<file path="src/pkg/tdm_regs.vh">
`ifndef TDM_REGS_VH
`define TDM_REGS_VH

// serial word width and bit counter width
`define TDM_WORD_W      32
`define TDM_CNT_W       5
// last bit index of a word, counted from zero
`define TDM_WORD_LAST   5'h1F
`define TDM_CNT_ZERO    5'h00
`define TDM_CNT_ONE     5'h01
// depth of each cpu-side fifo and its pointer width
`define TDM_FIFO_DEPTH  32
`define TDM_FIFO_AW     5
// value loaded into the transmitter when the transmit fifo runs dry
`define TDM_TX_IDLE     32'h00000000
`define TDM_RX_RESET    32'h00000000
// number of pins brought through the synchroniser
`define TDM_SYNC_W      3

`endif

</file>
<file path="src/core/tdm_sync2.v">
`timescale 1ns/1ps
`include "tdm_regs.vh"

////////////////////////////////////////////////////////////////////////////////
// two-stage synchroniser, one chain per bit
module tdm_sync2 #(
    parameter WIDTH = `TDM_SYNC_W
) (
    input  wire             i_clk,
    input  wire             i_rst_n,
    input  wire [WIDTH-1:0] i_async,
    output wire [WIDTH-1:0] o_sync
);

    genvar g;

    generate
        for (g = 0; g < WIDTH; g = g + 1)
        begin : g_bit
            reg meta_q;
            reg sync_q;
            // the first stage feeds only the second stage
            always @(posedge i_clk or negedge i_rst_n)
            begin
                if (!i_rst_n)
                begin
                    meta_q <= 1'b0;
                    sync_q <= 1'b0;
                end
                else
                begin
                    meta_q <= i_async[g];
                    sync_q <= meta_q;
                end
            end
            assign o_sync[g] = sync_q;
        end
    endgenerate

endmodule // tdm_sync2

</file>
<file path="src/core/tdm_fifo.v">
`timescale 1ns/1ps
`include "tdm_regs.vh"

////////////////////////////////////////////////////////////////////////////////
// flip-flop fifo with valid/ready on both sides
module tdm_fifo #(
    parameter WIDTH = `TDM_WORD_W,
    parameter DEPTH = `TDM_FIFO_DEPTH,
    parameter AW    = `TDM_FIFO_AW
) (
    input  wire             i_clk,
    input  wire             i_rst_n,
    input  wire [WIDTH-1:0] i_wr_data,
    input  wire             i_wr_valid,
    output wire             o_wr_ready,
    output wire [WIDTH-1:0] o_rd_data,
    output wire             o_rd_valid,
    input  wire             i_rd_ready
);

    reg  [WIDTH-1:0] mem_q [0:DEPTH-1];
    reg  [AW-1:0]    wr_ptr_q;
    reg  [AW-1:0]    rd_ptr_q;
    reg  [AW:0]      count_q;
    wire             push;
    wire             pop;

    // honest full and empty from the word count
    assign o_wr_ready = (count_q != DEPTH[AW:0]);
    assign o_rd_valid = (count_q != {(AW+1){1'b0}});
    assign push       = i_wr_valid & o_wr_ready;
    assign pop        = i_rd_ready & o_rd_valid;
    assign o_rd_data  = mem_q[rd_ptr_q];

    // pointers and fill level
    always @(posedge i_clk or negedge i_rst_n)
    begin
        if (!i_rst_n)
        begin
            wr_ptr_q <= {AW{1'b0}};
            rd_ptr_q <= {AW{1'b0}};
            count_q  <= {(AW+1){1'b0}};
        end
        else
        begin
            if (push)
                wr_ptr_q <= wr_ptr_q + {{(AW-1){1'b0}}, 1'b1};
            if (pop)
                rd_ptr_q <= rd_ptr_q + {{(AW-1){1'b0}}, 1'b1};
            if (push & ~pop)
                count_q <= count_q + {{AW{1'b0}}, 1'b1};
            else if (pop & ~push)
                count_q <= count_q - {{AW{1'b0}}, 1'b1};
        end
    end

    genvar g;

    // storage, one entry per generate step
    generate
        for (g = 0; g < DEPTH; g = g + 1)
        begin : g_entry
            localparam [AW-1:0] IDX = g;
            always @(posedge i_clk or negedge i_rst_n)
            begin
                if (!i_rst_n)
                    mem_q[g] <= {WIDTH{1'b0}};
                else if (push && (wr_ptr_q == IDX))
                    mem_q[g] <= i_wr_data;
            end
        end
    endgenerate

endmodule // tdm_fifo

</file>
<file path="src/core/tdm_serial_port.v">
// How it works
// receive shifter takes one data bit on every bit-clock falling edge
// transmit shifter moves out one bit on every bit-clock rising edge
// bit counter counts falls, clears on qualified sync or after 32 bits
// frame sync is only accepted together with a bit-clock falling edge
// a word boundary or qualified sync seen with the controller idle starts the next transmit fetch
// two-bit word counter raises an event every four words, sync clears it
// word counter steps 00,01,10,11 on match, sync forces 00, holds idle
// word event is high only in state 11 with match or sync active
// frame-sync output is made internally and aligned to a rising edge
// sync fsm: 00 to 01 on sync, 01 to 10 on rise, 10 holds idle
// frame-sync output high in state 10 unless sync and rise coincide
// data stage holds serializer bit, updates on rise, drives output
// frame-sync and data outputs both update on the bit-clock rising edge
// controller moves words between fifos and shifters, flags every four words
// on a word boundary, push received word first, then load transmitter
// transmitter reloads only after its shift for the current edge
// integrator keeps bit-clock period long against the internal clock
// far end sends eight 32-bit channels per frame
// far end drives a one-bit-wide active-high frame sync without delay
// bit clock passes straight to its output, unregistered
// bit counter pulses word match at terminal count to the word counter
`timescale 1ns/1ps
`include "tdm_regs.vh"

////////////////////////////////////////////////////////////////////////////////
// tdm-8 serial port: receive and transmit of 32-bit slots on an external clock
module tdm_serial_port (
    input  wire                   I_CLK,
    input  wire                   I_RST_N,
    input  wire                   I_BCLK,
    input  wire                   I_FSYNC,
    input  wire                   I_DATA,
    output wire                   O_BCLK,
    output wire                   O_FSYNC,
    output wire                   O_DATA,
    output wire [`TDM_WORD_W-1:0] O_RX_DATA,
    output wire                   O_RX_VALID,
    input  wire                   I_RX_READY,
    input  wire [`TDM_WORD_W-1:0] I_TX_DATA,
    input  wire                   I_TX_VALID,
    output wire                   O_TX_READY,
    output wire                   O_WORD_GROUP_EVENT
);

    // word counter states
    localparam [3:0] WC_S00 = 4'h1;
    localparam [3:0] WC_S01 = 4'h2;
    localparam [3:0] WC_S10 = 4'h4;
    localparam [3:0] WC_S11 = 4'h8;
    // frame-sync output states
    localparam [2:0] FS_S00 = 3'h1;
    localparam [2:0] FS_S01 = 3'h2;
    localparam [2:0] FS_S10 = 3'h4;
    // data-move controller states
    localparam [3:0] DM_IDLE = 4'h1;
    localparam [3:0] DM_PUSH = 4'h2;
    localparam [3:0] DM_WAIT = 4'h4;
    localparam [3:0] DM_LOAD = 4'h8;

    wire [`TDM_SYNC_W-1:0] pins_sync;
    wire                   bclk_s;
    wire                   fsync_s;
    wire                   data_s;
    reg                    bclk_prev_q;
    wire                   bclk_fall;
    wire                   bclk_rise;
    wire                   fsync_qual;
    wire                   fsync_lowclk;

    reg  [`TDM_WORD_W-1:0] rx_shift_value_q;
    reg  [`TDM_WORD_W-1:0] rx_shift_value_d;
    reg  [`TDM_WORD_W-1:0] rx_word_q;
    reg  [`TDM_WORD_W-1:0] tx_shift_value_q;
    reg  [`TDM_CNT_W-1:0]  bit_cnt_q;
    reg                    word_match_pulse_q;
    reg                    boundary_q;
    wire                   word_boundary;

    reg  [3:0]             wc_q;
    reg  [3:0]             wc_d;
    reg                    wc_event;
    reg  [2:0]             fs_q;
    reg  [2:0]             fs_d;
    reg                    fs_out;
    reg                    frame_sync_out_q;
    reg                    data_latch_q;
    wire                   data_latch_d;

    reg  [3:0]             dm_q;
    reg  [3:0]             dm_d;
    reg                    group_pend_q;
    reg                    word_group_event_q;
    wire                   rx_push_valid;
    wire                   rx_push_ready;
    wire [`TDM_WORD_W-1:0] tx_pop_data;
    wire                   tx_pop_valid;
    wire                   tx_pop_ready;

    ////////////////////////////////////////////////////////////////////////////
    // pins from the far end cross into I_CLK through two flops
    tdm_sync2 #(
        .WIDTH (`TDM_SYNC_W)
    ) u_pin_sync (
        .i_clk   (I_CLK),
        .i_rst_n (I_RST_N),
        .i_async ({I_DATA, I_FSYNC, I_BCLK}),
        .o_sync  (pins_sync)
    );

    assign bclk_s  = pins_sync[0];
    assign fsync_s = pins_sync[1];
    assign data_s  = pins_sync[2];

    // bit clock goes out untouched to avoid jitter
    assign O_BCLK = I_BCLK;

    // edge finder on the synchronised bit clock
    always @(posedge I_CLK or negedge I_RST_N)
    begin
        if (!I_RST_N)
            bclk_prev_q <= 1'b0;
        else
            bclk_prev_q <= bclk_s;
    end

    assign bclk_fall    = bclk_prev_q & ~bclk_s;
    assign bclk_rise    = ~bclk_prev_q & bclk_s;
    assign fsync_qual   = fsync_s & bclk_fall;
    assign fsync_lowclk = fsync_s & bclk_fall;  // one-cycle event, so state 01 is not knocked back to 00

    ////////////////////////////////////////////////////////////////////////////
    // receive shifter, msb first
    always @*
    begin
        rx_shift_value_d = rx_shift_value_q;
        if (bclk_fall)
            rx_shift_value_d = {rx_shift_value_q[`TDM_WORD_W-2:0], data_s};
    end

    // bit counter, word match pulse and boundary strobe
    always @(posedge I_CLK or negedge I_RST_N)
    begin
        if (!I_RST_N)
        begin
            rx_shift_value_q   <= `TDM_RX_RESET;
            rx_word_q          <= `TDM_RX_RESET;
            bit_cnt_q          <= `TDM_CNT_ZERO;
            word_match_pulse_q <= 1'b0;
            boundary_q         <= 1'b0;
        end
        else
        begin
            rx_shift_value_q   <= rx_shift_value_d;
            word_match_pulse_q <= 1'b0;
            boundary_q         <= 1'b0;
            if (bclk_fall)
            begin
                if (fsync_qual || (bit_cnt_q == `TDM_WORD_LAST))
                begin
                    bit_cnt_q  <= `TDM_CNT_ZERO;
                    boundary_q <= 1'b1;
                    rx_word_q  <= rx_shift_value_q;  // this fall's bit opens the next word
                end
                else
                    bit_cnt_q <= bit_cnt_q + `TDM_CNT_ONE;
                if (bit_cnt_q == `TDM_WORD_LAST)
                    word_match_pulse_q <= 1'b1;
            end
        end
    end

    assign word_boundary = boundary_q;

    ////////////////////////////////////////////////////////////////////////////
    // word counter; sync is the qualified one, delayed to line up with match
    reg fsync_qual_q;

    always @*
    begin
        wc_d     = WC_S00;
        wc_event = 1'b0;
        case (wc_q)
            WC_S00:
                wc_d = fsync_qual_q ? WC_S00 : (word_match_pulse_q ? WC_S01 : WC_S00);
            WC_S01:
                wc_d = fsync_qual_q ? WC_S00 : (word_match_pulse_q ? WC_S10 : WC_S01);
            WC_S10:
                wc_d = fsync_qual_q ? WC_S00 : (word_match_pulse_q ? WC_S11 : WC_S10);
            WC_S11:
            begin
                wc_d     = (fsync_qual_q | word_match_pulse_q) ? WC_S00 : WC_S11;
                wc_event = fsync_qual_q | word_match_pulse_q;
            end
            default:
                wc_d = WC_S00;
        endcase
    end

    always @(posedge I_CLK or negedge I_RST_N)
    begin
        if (!I_RST_N)
        begin
            wc_q         <= WC_S00;
            fsync_qual_q <= 1'b0;
        end
        else
        begin
            wc_q         <= wc_d;
            fsync_qual_q <= fsync_qual;
        end
    end

    ////////////////////////////////////////////////////////////////////////////
    // frame-sync output fsm: e1 is sync seen as the clock goes low, e0 is a rising edge
    always @*
    begin
        fs_d   = FS_S00;
        fs_out = 1'b0;
        case (fs_q)
            FS_S00:
                fs_d = (fsync_lowclk & ~bclk_rise) ? FS_S01 : FS_S00;
            FS_S01:
            begin
                if (fsync_lowclk)
                    fs_d = FS_S00;
                else
                    fs_d = bclk_rise ? FS_S10 : FS_S01;
            end
            FS_S10:
            begin
                fs_d   = (~fsync_lowclk & ~bclk_rise) ? FS_S10 : FS_S00;
                fs_out = ~(fsync_lowclk & bclk_rise);
            end
            default:
                fs_d = FS_S00;
        endcase
    end

    // data stage next value: capture serializer msb on a rise, else hold
    assign data_latch_d = bclk_rise ? tx_shift_value_q[`TDM_WORD_W-1] : data_latch_q;

    // both output flops load every cycle, but the sync output changes one cycle after the data output
    always @(posedge I_CLK or negedge I_RST_N)
    begin
        if (!I_RST_N)
        begin
            fs_q             <= FS_S00;
            frame_sync_out_q <= 1'b0;
            data_latch_q     <= 1'b0;
        end
        else
        begin
            fs_q             <= fs_d;
            frame_sync_out_q <= fs_out;
            data_latch_q     <= data_latch_d;
        end
    end

    assign O_FSYNC = frame_sync_out_q;
    assign O_DATA  = data_latch_q;

    ////////////////////////////////////////////////////////////////////////////
    // data-move controller: push, wait for the rise, then load
    always @*
    begin
        dm_d = DM_IDLE;
        case (dm_q)
            DM_IDLE:
                dm_d = word_boundary ? DM_PUSH : DM_IDLE;
            DM_PUSH:
                dm_d = rx_push_ready ? DM_WAIT : DM_PUSH;  // stalls while rx fifo is full
            DM_WAIT:
                dm_d = bclk_rise ? DM_LOAD : DM_WAIT;
            DM_LOAD:
                dm_d = DM_IDLE;
            default:
                dm_d = DM_IDLE;
        endcase
    end

    assign rx_push_valid = (dm_q == DM_PUSH);
    assign tx_pop_ready  = (dm_q == DM_LOAD) & tx_pop_valid;

    // transmit shifter: shift on rises, reload one cycle after the rise
    always @(posedge I_CLK or negedge I_RST_N)
    begin
        if (!I_RST_N)
        begin
            dm_q             <= DM_IDLE;
            tx_shift_value_q <= `TDM_TX_IDLE;
        end
        else
        begin
            dm_q <= dm_d;
            if (dm_q == DM_LOAD)
                tx_shift_value_q <= tx_pop_valid ? tx_pop_data : `TDM_TX_IDLE;
            else if (bclk_rise)
                tx_shift_value_q <= {tx_shift_value_q[`TDM_WORD_W-2:0], 1'b0};
        end
    end

    // group event held until the fourth word has been moved
    always @(posedge I_CLK or negedge I_RST_N)
    begin
        if (!I_RST_N)
        begin
            group_pend_q       <= 1'b0;
            word_group_event_q <= 1'b0;
        end
        else
        begin
            word_group_event_q <= group_pend_q & (dm_q == DM_LOAD);
            if (wc_event)
                group_pend_q <= 1'b1;
            else if (dm_q == DM_LOAD)
                group_pend_q <= 1'b0;
        end
    end

    assign O_WORD_GROUP_EVENT = word_group_event_q;

    ////////////////////////////////////////////////////////////////////////////
    // cpu-side fifos
    tdm_fifo #(
        .WIDTH (`TDM_WORD_W),
        .DEPTH (`TDM_FIFO_DEPTH),
        .AW    (`TDM_FIFO_AW)
    ) u_rx_fifo (
        .i_clk      (I_CLK),
        .i_rst_n    (I_RST_N),
        .i_wr_data  (rx_word_q),
        .i_wr_valid (rx_push_valid),
        .o_wr_ready (rx_push_ready),
        .o_rd_data  (O_RX_DATA),
        .o_rd_valid (O_RX_VALID),
        .i_rd_ready (I_RX_READY)
    );

    tdm_fifo #(
        .WIDTH (`TDM_WORD_W),
        .DEPTH (`TDM_FIFO_DEPTH),
        .AW    (`TDM_FIFO_AW)
    ) u_tx_fifo (
        .i_clk      (I_CLK),
        .i_rst_n    (I_RST_N),
        .i_wr_data  (I_TX_DATA),
        .i_wr_valid (I_TX_VALID),
        .o_wr_ready (O_TX_READY),
        .o_rd_data  (tx_pop_data),
        .o_rd_valid (tx_pop_valid),
        .i_rd_ready (tx_pop_ready)
    );

endmodule // tdm_serial_port

</file>
<file path="config.mk">
export PLATFORM = sky130hd
export DESIGN_NAME = tdm_serial_port
export DESIGN_NICKNAME = d
export VERILOG_FILES = /design/src/core/tdm_sync2.v /design/src/core/tdm_fifo.v /design/src/core/tdm_serial_port.v
export VERILOG_INCLUDE_DIRS = /design/src /design/src/pkg
export SDC_FILE = /design/constraint.sdc
export NUM_CORES = 2
export LEC_CHECK = 0
export ABC_AREA = 1
export BUFFER_PORTS_ARGS = -buffer_cell sky130_fd_sc_hd__buf_2
export CELL_PAD_IN_SITES_DETAIL_PLACEMENT = 1
export CELL_PAD_IN_SITES_GLOBAL_PLACEMENT = 1
export CORE_ASPECT_RATIO = 1.75
export CORE_MARGIN = 5
export CORE_UTILIZATION = 40
export CTS_CLUSTER_DIAMETER = 200
export DETAILED_ROUTE_END_ITERATION = 7
export GPL_ROUTABILITY_DRIVEN = 0
export PLACE_DENSITY = 0.67
export SKIP_CTS_REPAIR_TIMING = 1
export SYNTH_ARGS = -nofsm -noshare
export SYNTH_HDL_FRONTEND = slang
export SYNTH_SLANG_ARGS = --single-unit
export TNS_END_PERCENT = 1
</file>
<file path="constraint.sdc">
create_clock -name I_CLK -period 6 [get_ports I_CLK]
set_clock_uncertainty 0.1 [all_clocks]
set_input_delay 1.2 -clock I_CLK [delete_from_list [all_inputs] [get_ports I_CLK]]
set_output_delay 1.2 -clock I_CLK [all_outputs]
set_load 0.01 [all_outputs]
</file>
======== After elaboration in Yosys (flattened, before gate mapping) ========
Index checks and enable logic that the tools add are counted.
storage, ports and cells
  bits in registers ....................... 2,206
  bits in latches ......................... 0
  RAM bits ................................ 0
  memory bits (read-only) ................. 0
  output and inout bits ................... 38
  word-level logic and storage cells ...... 319
  memories ................................ 0
operators by class
  add/subtract/negate cells ............... 9
  multiply operators ...................... 0
  divide/modulo/power cells ............... 0
  magnitude comparators ................... 2
  eq/ne operators ......................... 76
  shifts and indexed selects .............. 0
  multiplexer cells ....................... 39
  bitwise operators ....................... 28
  reductions and logical operators ........ 74
operator list
  cell                   count
  $bmux W32 S5           2
  $mux W32               7
  $eq A5 B5 Y1 const B   33
  $eq A5 B4 Y1 const B   16
  $logic_and A1 B1 Y1    64
  $eq A5 B3 Y1 const B   8
  $add A5 B1 Y5 const B  5
  $mux W6                4
  $eq A5 B2 Y1 const B   4
  $mux W3                6
  $and A1 B1 Y1          16
  $mux W4                4
  $pmux W4 S4            1
  $add A6 B1 Y6 const B  2
  $ge A6 B6 Y1 const B   2
  $ne A6 B6 Y1 const B   2
  $not A5 Y6             2
  $pmux W4 S3            1
  $reduce_bool A6 Y1     2
  $sub A6 B1 Y6 const B  2
  $eq A5 B1 Y1 const B   2
  $logic_not A5 Y1       2
  $not A1 Y1             9
  $pmux W3 S3            1
  14 further kinds       31

======== Longest topological paths before layout ========
  word-level depth ........................ 7
  depth in mapped cells ................... 18
  gate-level depth less buffers ........... 17

======== Hierarchy ========
From an unflattened synthesis, not the netlist that was laid out.
unflattened totals
  cells, all modules ...................... 14,930
  area total of the unflattened synthesis .. 110,923.9 µm²
by module, submodules not included
  module           instances  cells an instance  area each (µm²)  seq. area each (µm²)
  tdm_fifo         2          7,128              52,674.3         26,025.0
  tdm_serial_port  1          665                5,402.7          3,006.6
  tdm_sync2        1          9                  172.7            150.1

======== Worst setup path after synthesis ========
No wires, ideal clock.
  path type ............................... input-to-reg
  start point ............................. input port I_TX_VALID
  end point ............................... register u_tx_fifo.count_q[5]
  setup time .............................. 65 ps
  arrival time ............................ 2,776 ps
  setup slack ............................. 3,059 ps
  cell stages on the path ................. 14
  path buffers ............................ 1
  cell sequence ........................... nand2_2 > inv_4 > buf_6 > ha_1 > inv_1 > ha_1 > nand3_1 > nand3_1 > nand2_1 > nand2_1 > a21oi_1 > xnor2_1 > nand2_1 > nand2_1
on the way
  cells in the longest elaborated chain, start to end .. 4
  elaborated cells between the ends (all ways) .. 6
  those cells by class .................... 1 x mux; 4 x bitwise; 1 x reduce/logical
RTL lines
  what                          line                  text
  from (decl)                   tdm_serial_port.v:41  input wire I_TX_VALID,
  $and A1 B1 Y1 (*)             tdm_fifo.v:31         assign push = i_wr_valid & o_wr_ready;
  named net u_tx_fifo.push      tdm_fifo.v:25         wire push;
  $not A1 Y1                    tdm_fifo.v:52         else if (pop & ~push)
  $and A1 B1 Y1                 tdm_fifo.v:52
  $reduce_bool A2 Y1 (no line)  --
  to (signal assigned)          tdm_fifo.v:42         count_q <= {(AW+1){1'b0}};
  to (signal assigned)          tdm_fifo.v:51         count_q <= count_q + {{AW{1'b0}}, 1'b1};
  to (signal assigned)          tdm_fifo.v:53         count_q <= count_q - {{AW{1'b0}}, 1'b1};
  to (decl)                     tdm_fifo.v:24         reg [AW:0] count_q;
The timed path passes the listed nets; every way through them passes the cells marked *.
A chain may end at the register's enable or synchronous reset.

======== Worst setup path in the final report ========
  start point ............................. register u_rx_fifo.rd_ptr_q[0]
  end point ............................... output port O_RX_DATA[0]
on the way
  cells in the longest elaborated chain, start to end .. 4
RTL lines
  what                                         line                  text
  from (decl)                                  tdm_fifo.v:23         reg [AW-1:0] rd_ptr_q;
  from (signal assigned)                       tdm_fifo.v:41         rd_ptr_q <= {AW{1'b0}};
  from (signal assigned)                       tdm_fifo.v:49         rd_ptr_q <= rd_ptr_q + {{(AW-1){1'b0}}, 1'b1};
  $not A5 Y6 (implied by the code)             tdm_fifo.v:33         assign o_rd_data = mem_q[rd_ptr_q];
  $bmux W32 S5                                 tdm_fifo.v:33
  $mux W32 (implied by the code) (2 in a row)  tdm_fifo.v:33
  to (decl)                                    tdm_serial_port.v:37  output wire [`TDM_WORD_W-1:0] O_RX_DATA,
Every way passes these cells. The select of a mux whose other input is x is not followed.

==> results.sh <==
export IMPL_netlist_instances=12500
export IMPL_ys_ff_latch=2206
export IMPL_grt_max_degree=182
export IMPL_numClockSinks=2206
export IMPL_hpwlAfterDp_um=209000
export IMPL_synthFlopType="dfrtp_1"
export IMPL_cts_buffers_inserted=222
export IMPL_cts_root_buf="clkbuf_16"
export IMPL_clk_latency_ps=890
export IMPL_dr_total_vias=85800
export IMPL_critical_path_class="flip-flop to output pin"
export IMPL_wl_per_cell_um=24.1
export IMPL_start_kind="flip-flop"
export IMPL_grt_pass1_vias=91000
export IMPL_routed_wl_um=371000
export IMPL_whs_ps=238
export IMPL_final_util_pct=43.8
export IMPL_antenna_found_initial=4
export IMPL_drt_iter0_drc=5896
export IMPL_die_h_um=674
export IMPL_relSlewSlack_pct=14.7
export IMPL_nets=12000
export IMPL_endpoint_kind="output pin"
export IMPL_fmax_mhz=199
export IMPL_port_buffer_count=76
export IMPL_crit_required_ps=4700
export IMPL_p_leak_nw=50.7
export IMPL_timing_rr_end="u_tx_fifo.count_q[5]"
export IMPL_hold_class="flip-flop to flip-flop"
export IMPL_cap_violations=0
export IMPL_drt_first_pass_iters=6
export IMPL_r2r_start="dm_q[0]"
export IMPL_fin_crit_ps=5030
export IMPL_die_area_mm2=0.263
export IMPL_powerDensity_mw_per_mm2=430
export IMPL_num_rows=244
export IMPL_grt_use_total_pct=28.0
export IMPL_syn_to_final_growth_pct=9.33
export IMPL_place_area_mm2=0.103
export IMPL_synth_cell_types=42
export IMPL_avgSynthCellArea_um2=8.08
export IMPL_clock_path_buffers=4
export IMPL_synth_edf_count=0
export IMPL_yosysWarnings=0
export IMPL_synth_area_mm2=0.101
export IMPL_tightestPinTransition_ps=1280
export IMPL_chipWidth_um=390
export IMPL_crit_fanout=86
export IMPL_start_util_pct=40.0
export IMPL_overflow=0
export IMPL_hold_start="u_pin_sync.g_bit[2].meta_q"
export IMPL_grt_setup_unrepaired="no"
export IMPL_coreArea_mm2=0.252
export IMPL_synth_nets=12500
export IMPL_peakVddDrop_v=0.000511
export IMPL_crit_path_end="O_RX_DATA[0]"
export IMPL_cts_tree="built"
export IMPL_hold_viol=0
export IMPL_status="finished clean"
export IMPL_stdcell_area_mm2=0.110
export IMPL_grt_pass1_wl_um=568000
export IMPL_synth_async_reset_ratio_pct=100
export IMPL_ios=77
export IMPL_post_route_period_util_pct=83.8
export IMPL_layout_drive_gt1_share_pct=6.18
export IMPL_power_total_w=0.0474
export IMPL_yosysSeqAreaShare_pct=54.7
export IMPL_maxSlewViolCount=0
export IMPL_final_setup_viol_count=0
export IMPL_viasPerCell=5.57
export IMPL_antenna_left=0
export IMPL_drc_errors=0
export IMPL_critPathArrivalTime_ps=3730
export IMPL_r2r_slack_ps=2340
export IMPL_crit_start="u_rx_fifo.rd_ptr_q[0]"
export IMPL_tns_ps=0
export IMPL_path_clk_slew_ps=70
export IMPL_ctsHtreeMaxLevel=4
export IMPL_rr_worst_depth=16
export IMPL_nFillCells=30000
-- placed cells by master (no fill, tap or decap), types with 7 or more instances in the layout --
cell	netlist	final
o221ai_1	20	20
buf_2	339	75
xor2_1	14	14
clkinv_2	0	39
o21ai_1	143	143
nand4_4	0	13
inv_1	583	577
clkbuf_1	528	55
nand4_1	23	23
ha_1	26	26
nor3_1	7	7
o22ai_1	137	137
o211ai_1	112	112
bufinv_16	0	13
clkbuf_16	0	227
nand2_8	8	8
o21ai_0	2571	2571
inv_2	9	8
o21ai_2	27	27
nand3_1	666	665
buf_12	1	44
clkbuf_8	0	57
nand2_4	0	44
nand2_2	62	21
nor2_1	913	910
nand2_1	3768	3765
a21oi_1	107	107
dfrtp_1	2203	2195
buf_4	30	130
-- synthesized netlist by cell type (26+ instances only) --
library cell / n / area (um2)
o21ai_1: 143 / 716
nand3_1: 666 / 3330
nand2_1: 3768 / 14100
buf_1: 57 / 214
ha_1: 26 / 325
o211ai_1: 112 / 841
clkbuf_1: 528 / 1980
buf_4: 30 / 225
nor2_1: 913 / 3430
o21ai_2: 27 / 236
dfrtp_1: 2203 / 55100
a21oi_1: 107 / 536
inv_1: 583 / 2190
buf_2: 339 / 1700
o21ai_0: 2571 / 12900
clkbuf_2: 55 / 275
nand2_2: 62 / 388
o22ai_1: 137 / 857
-- kinds of logic (layout without fill, tap and decap cells) --
kind of cell,count (synthesis),in the layout,share of synthesized area (%)
flip-flops,2206,2206,54.7
other,0,3,0
buffers and inverters,1633,1241,6.90
AND/OR/NAND/NOR,5471,5471,21.7
XOR/XNOR,20,20,0.174
AO/OA/AOI/OAI,3120,3120,16.1
adder cells (fa/ha/maj),28,28,0.362
-- layout make-up --
class,instances,area (um2),share of cell area [%]
Sequential cell,2206,55200,50.1
Multi-Input combinational cell,8639,39100,35.4
Clock buffer,339,6670,6.05
Tap cell,3321,4160,3.77
Inverter,597,2280,2.07
Timing Repair Buffer,249,2230,2.02
Clock inverter,56,633,0.574
Antenna cell,3,7.51,0.00681
-- worst min-delay path by stage --
stage,depth (start not counted),endpoint
3_5_place_dp,0,u_pin_sync.g_bit[2].sync_q
6_report,0,u_pin_sync.g_bit[2].sync_q
2_1_floorplan,0,u_pin_sync.g_bit[0].sync_q
5_1_grt,0,u_pin_sync.g_bit[2].sync_q
4_1_cts,1,u_rx_fifo.mem_q[714]
3_3_place_gp,0,u_pin_sync.g_bit[0].sync_q
-- stage by stage --
stage | cells | setup WS [ps]
2_1_floorplan | 12500 | 3060
3_3_place_gp | 15000 | 1880
3_5_place_dp | 15000 | 1840
4_1_cts | 15400 | 933
5_1_grt | 15400 | 823
6_report | 15400 | 972
-- report_power, final --
| part | switching, W | internal [W] | total [W] |
|---|---|---|---|
| sequential | 0.00182 | 0.0178 | 0.0196 |
| clock | 0.00621 | 0.00817 | 0.0144 |
| combinational | 0.00902 | 0.00438 | 0.0134 |
| total | 0.0170 | 0.0304 | 0.0474 |
-- flip-flops by register name, summed over array words and instances, names as in the netlist, 4 cells and up --
register and flops:
u_rx_fifo.mem_q 1024, u_tx_fifo.mem_q 1024, rx_shift_value_q 32, rx_word_q 32
tx_shift_value_q 32, u_rx_fifo.count_q 6, u_tx_fifo.count_q 6, bit_cnt_q 5
u_rx_fifo.rd_ptr_q 5, u_rx_fifo.wr_ptr_q 5, u_tx_fifo.rd_ptr_q 5, u_tx_fifo.wr_ptr_q 5
dm_q 4, wc_q 4
-- routing by layer --
layer | up-vias | track usage (%) | routed length [um]
met5 | - | 0 | 0
met4 | 0 | 11.3 | 17000
met2 | 1650 | 52.8 | 196000
li1 | 39300 | - | -
met1 | 44200 | 32.3 | 147000
met3 | 713 | 2.57 | 11800
-- worst max-delay path, cell delays in order (launching register included) --
cell      delay [ps]
dfrtp_4          650
inv_8            550
buf_12           320
buf_12           220
nor2_1            60
o211ai_1         230
nand3_1          110
nand4_1          120
o21ai_1           90
inv_1            210
buf_2            180
(Power assumes the default switching activity.)
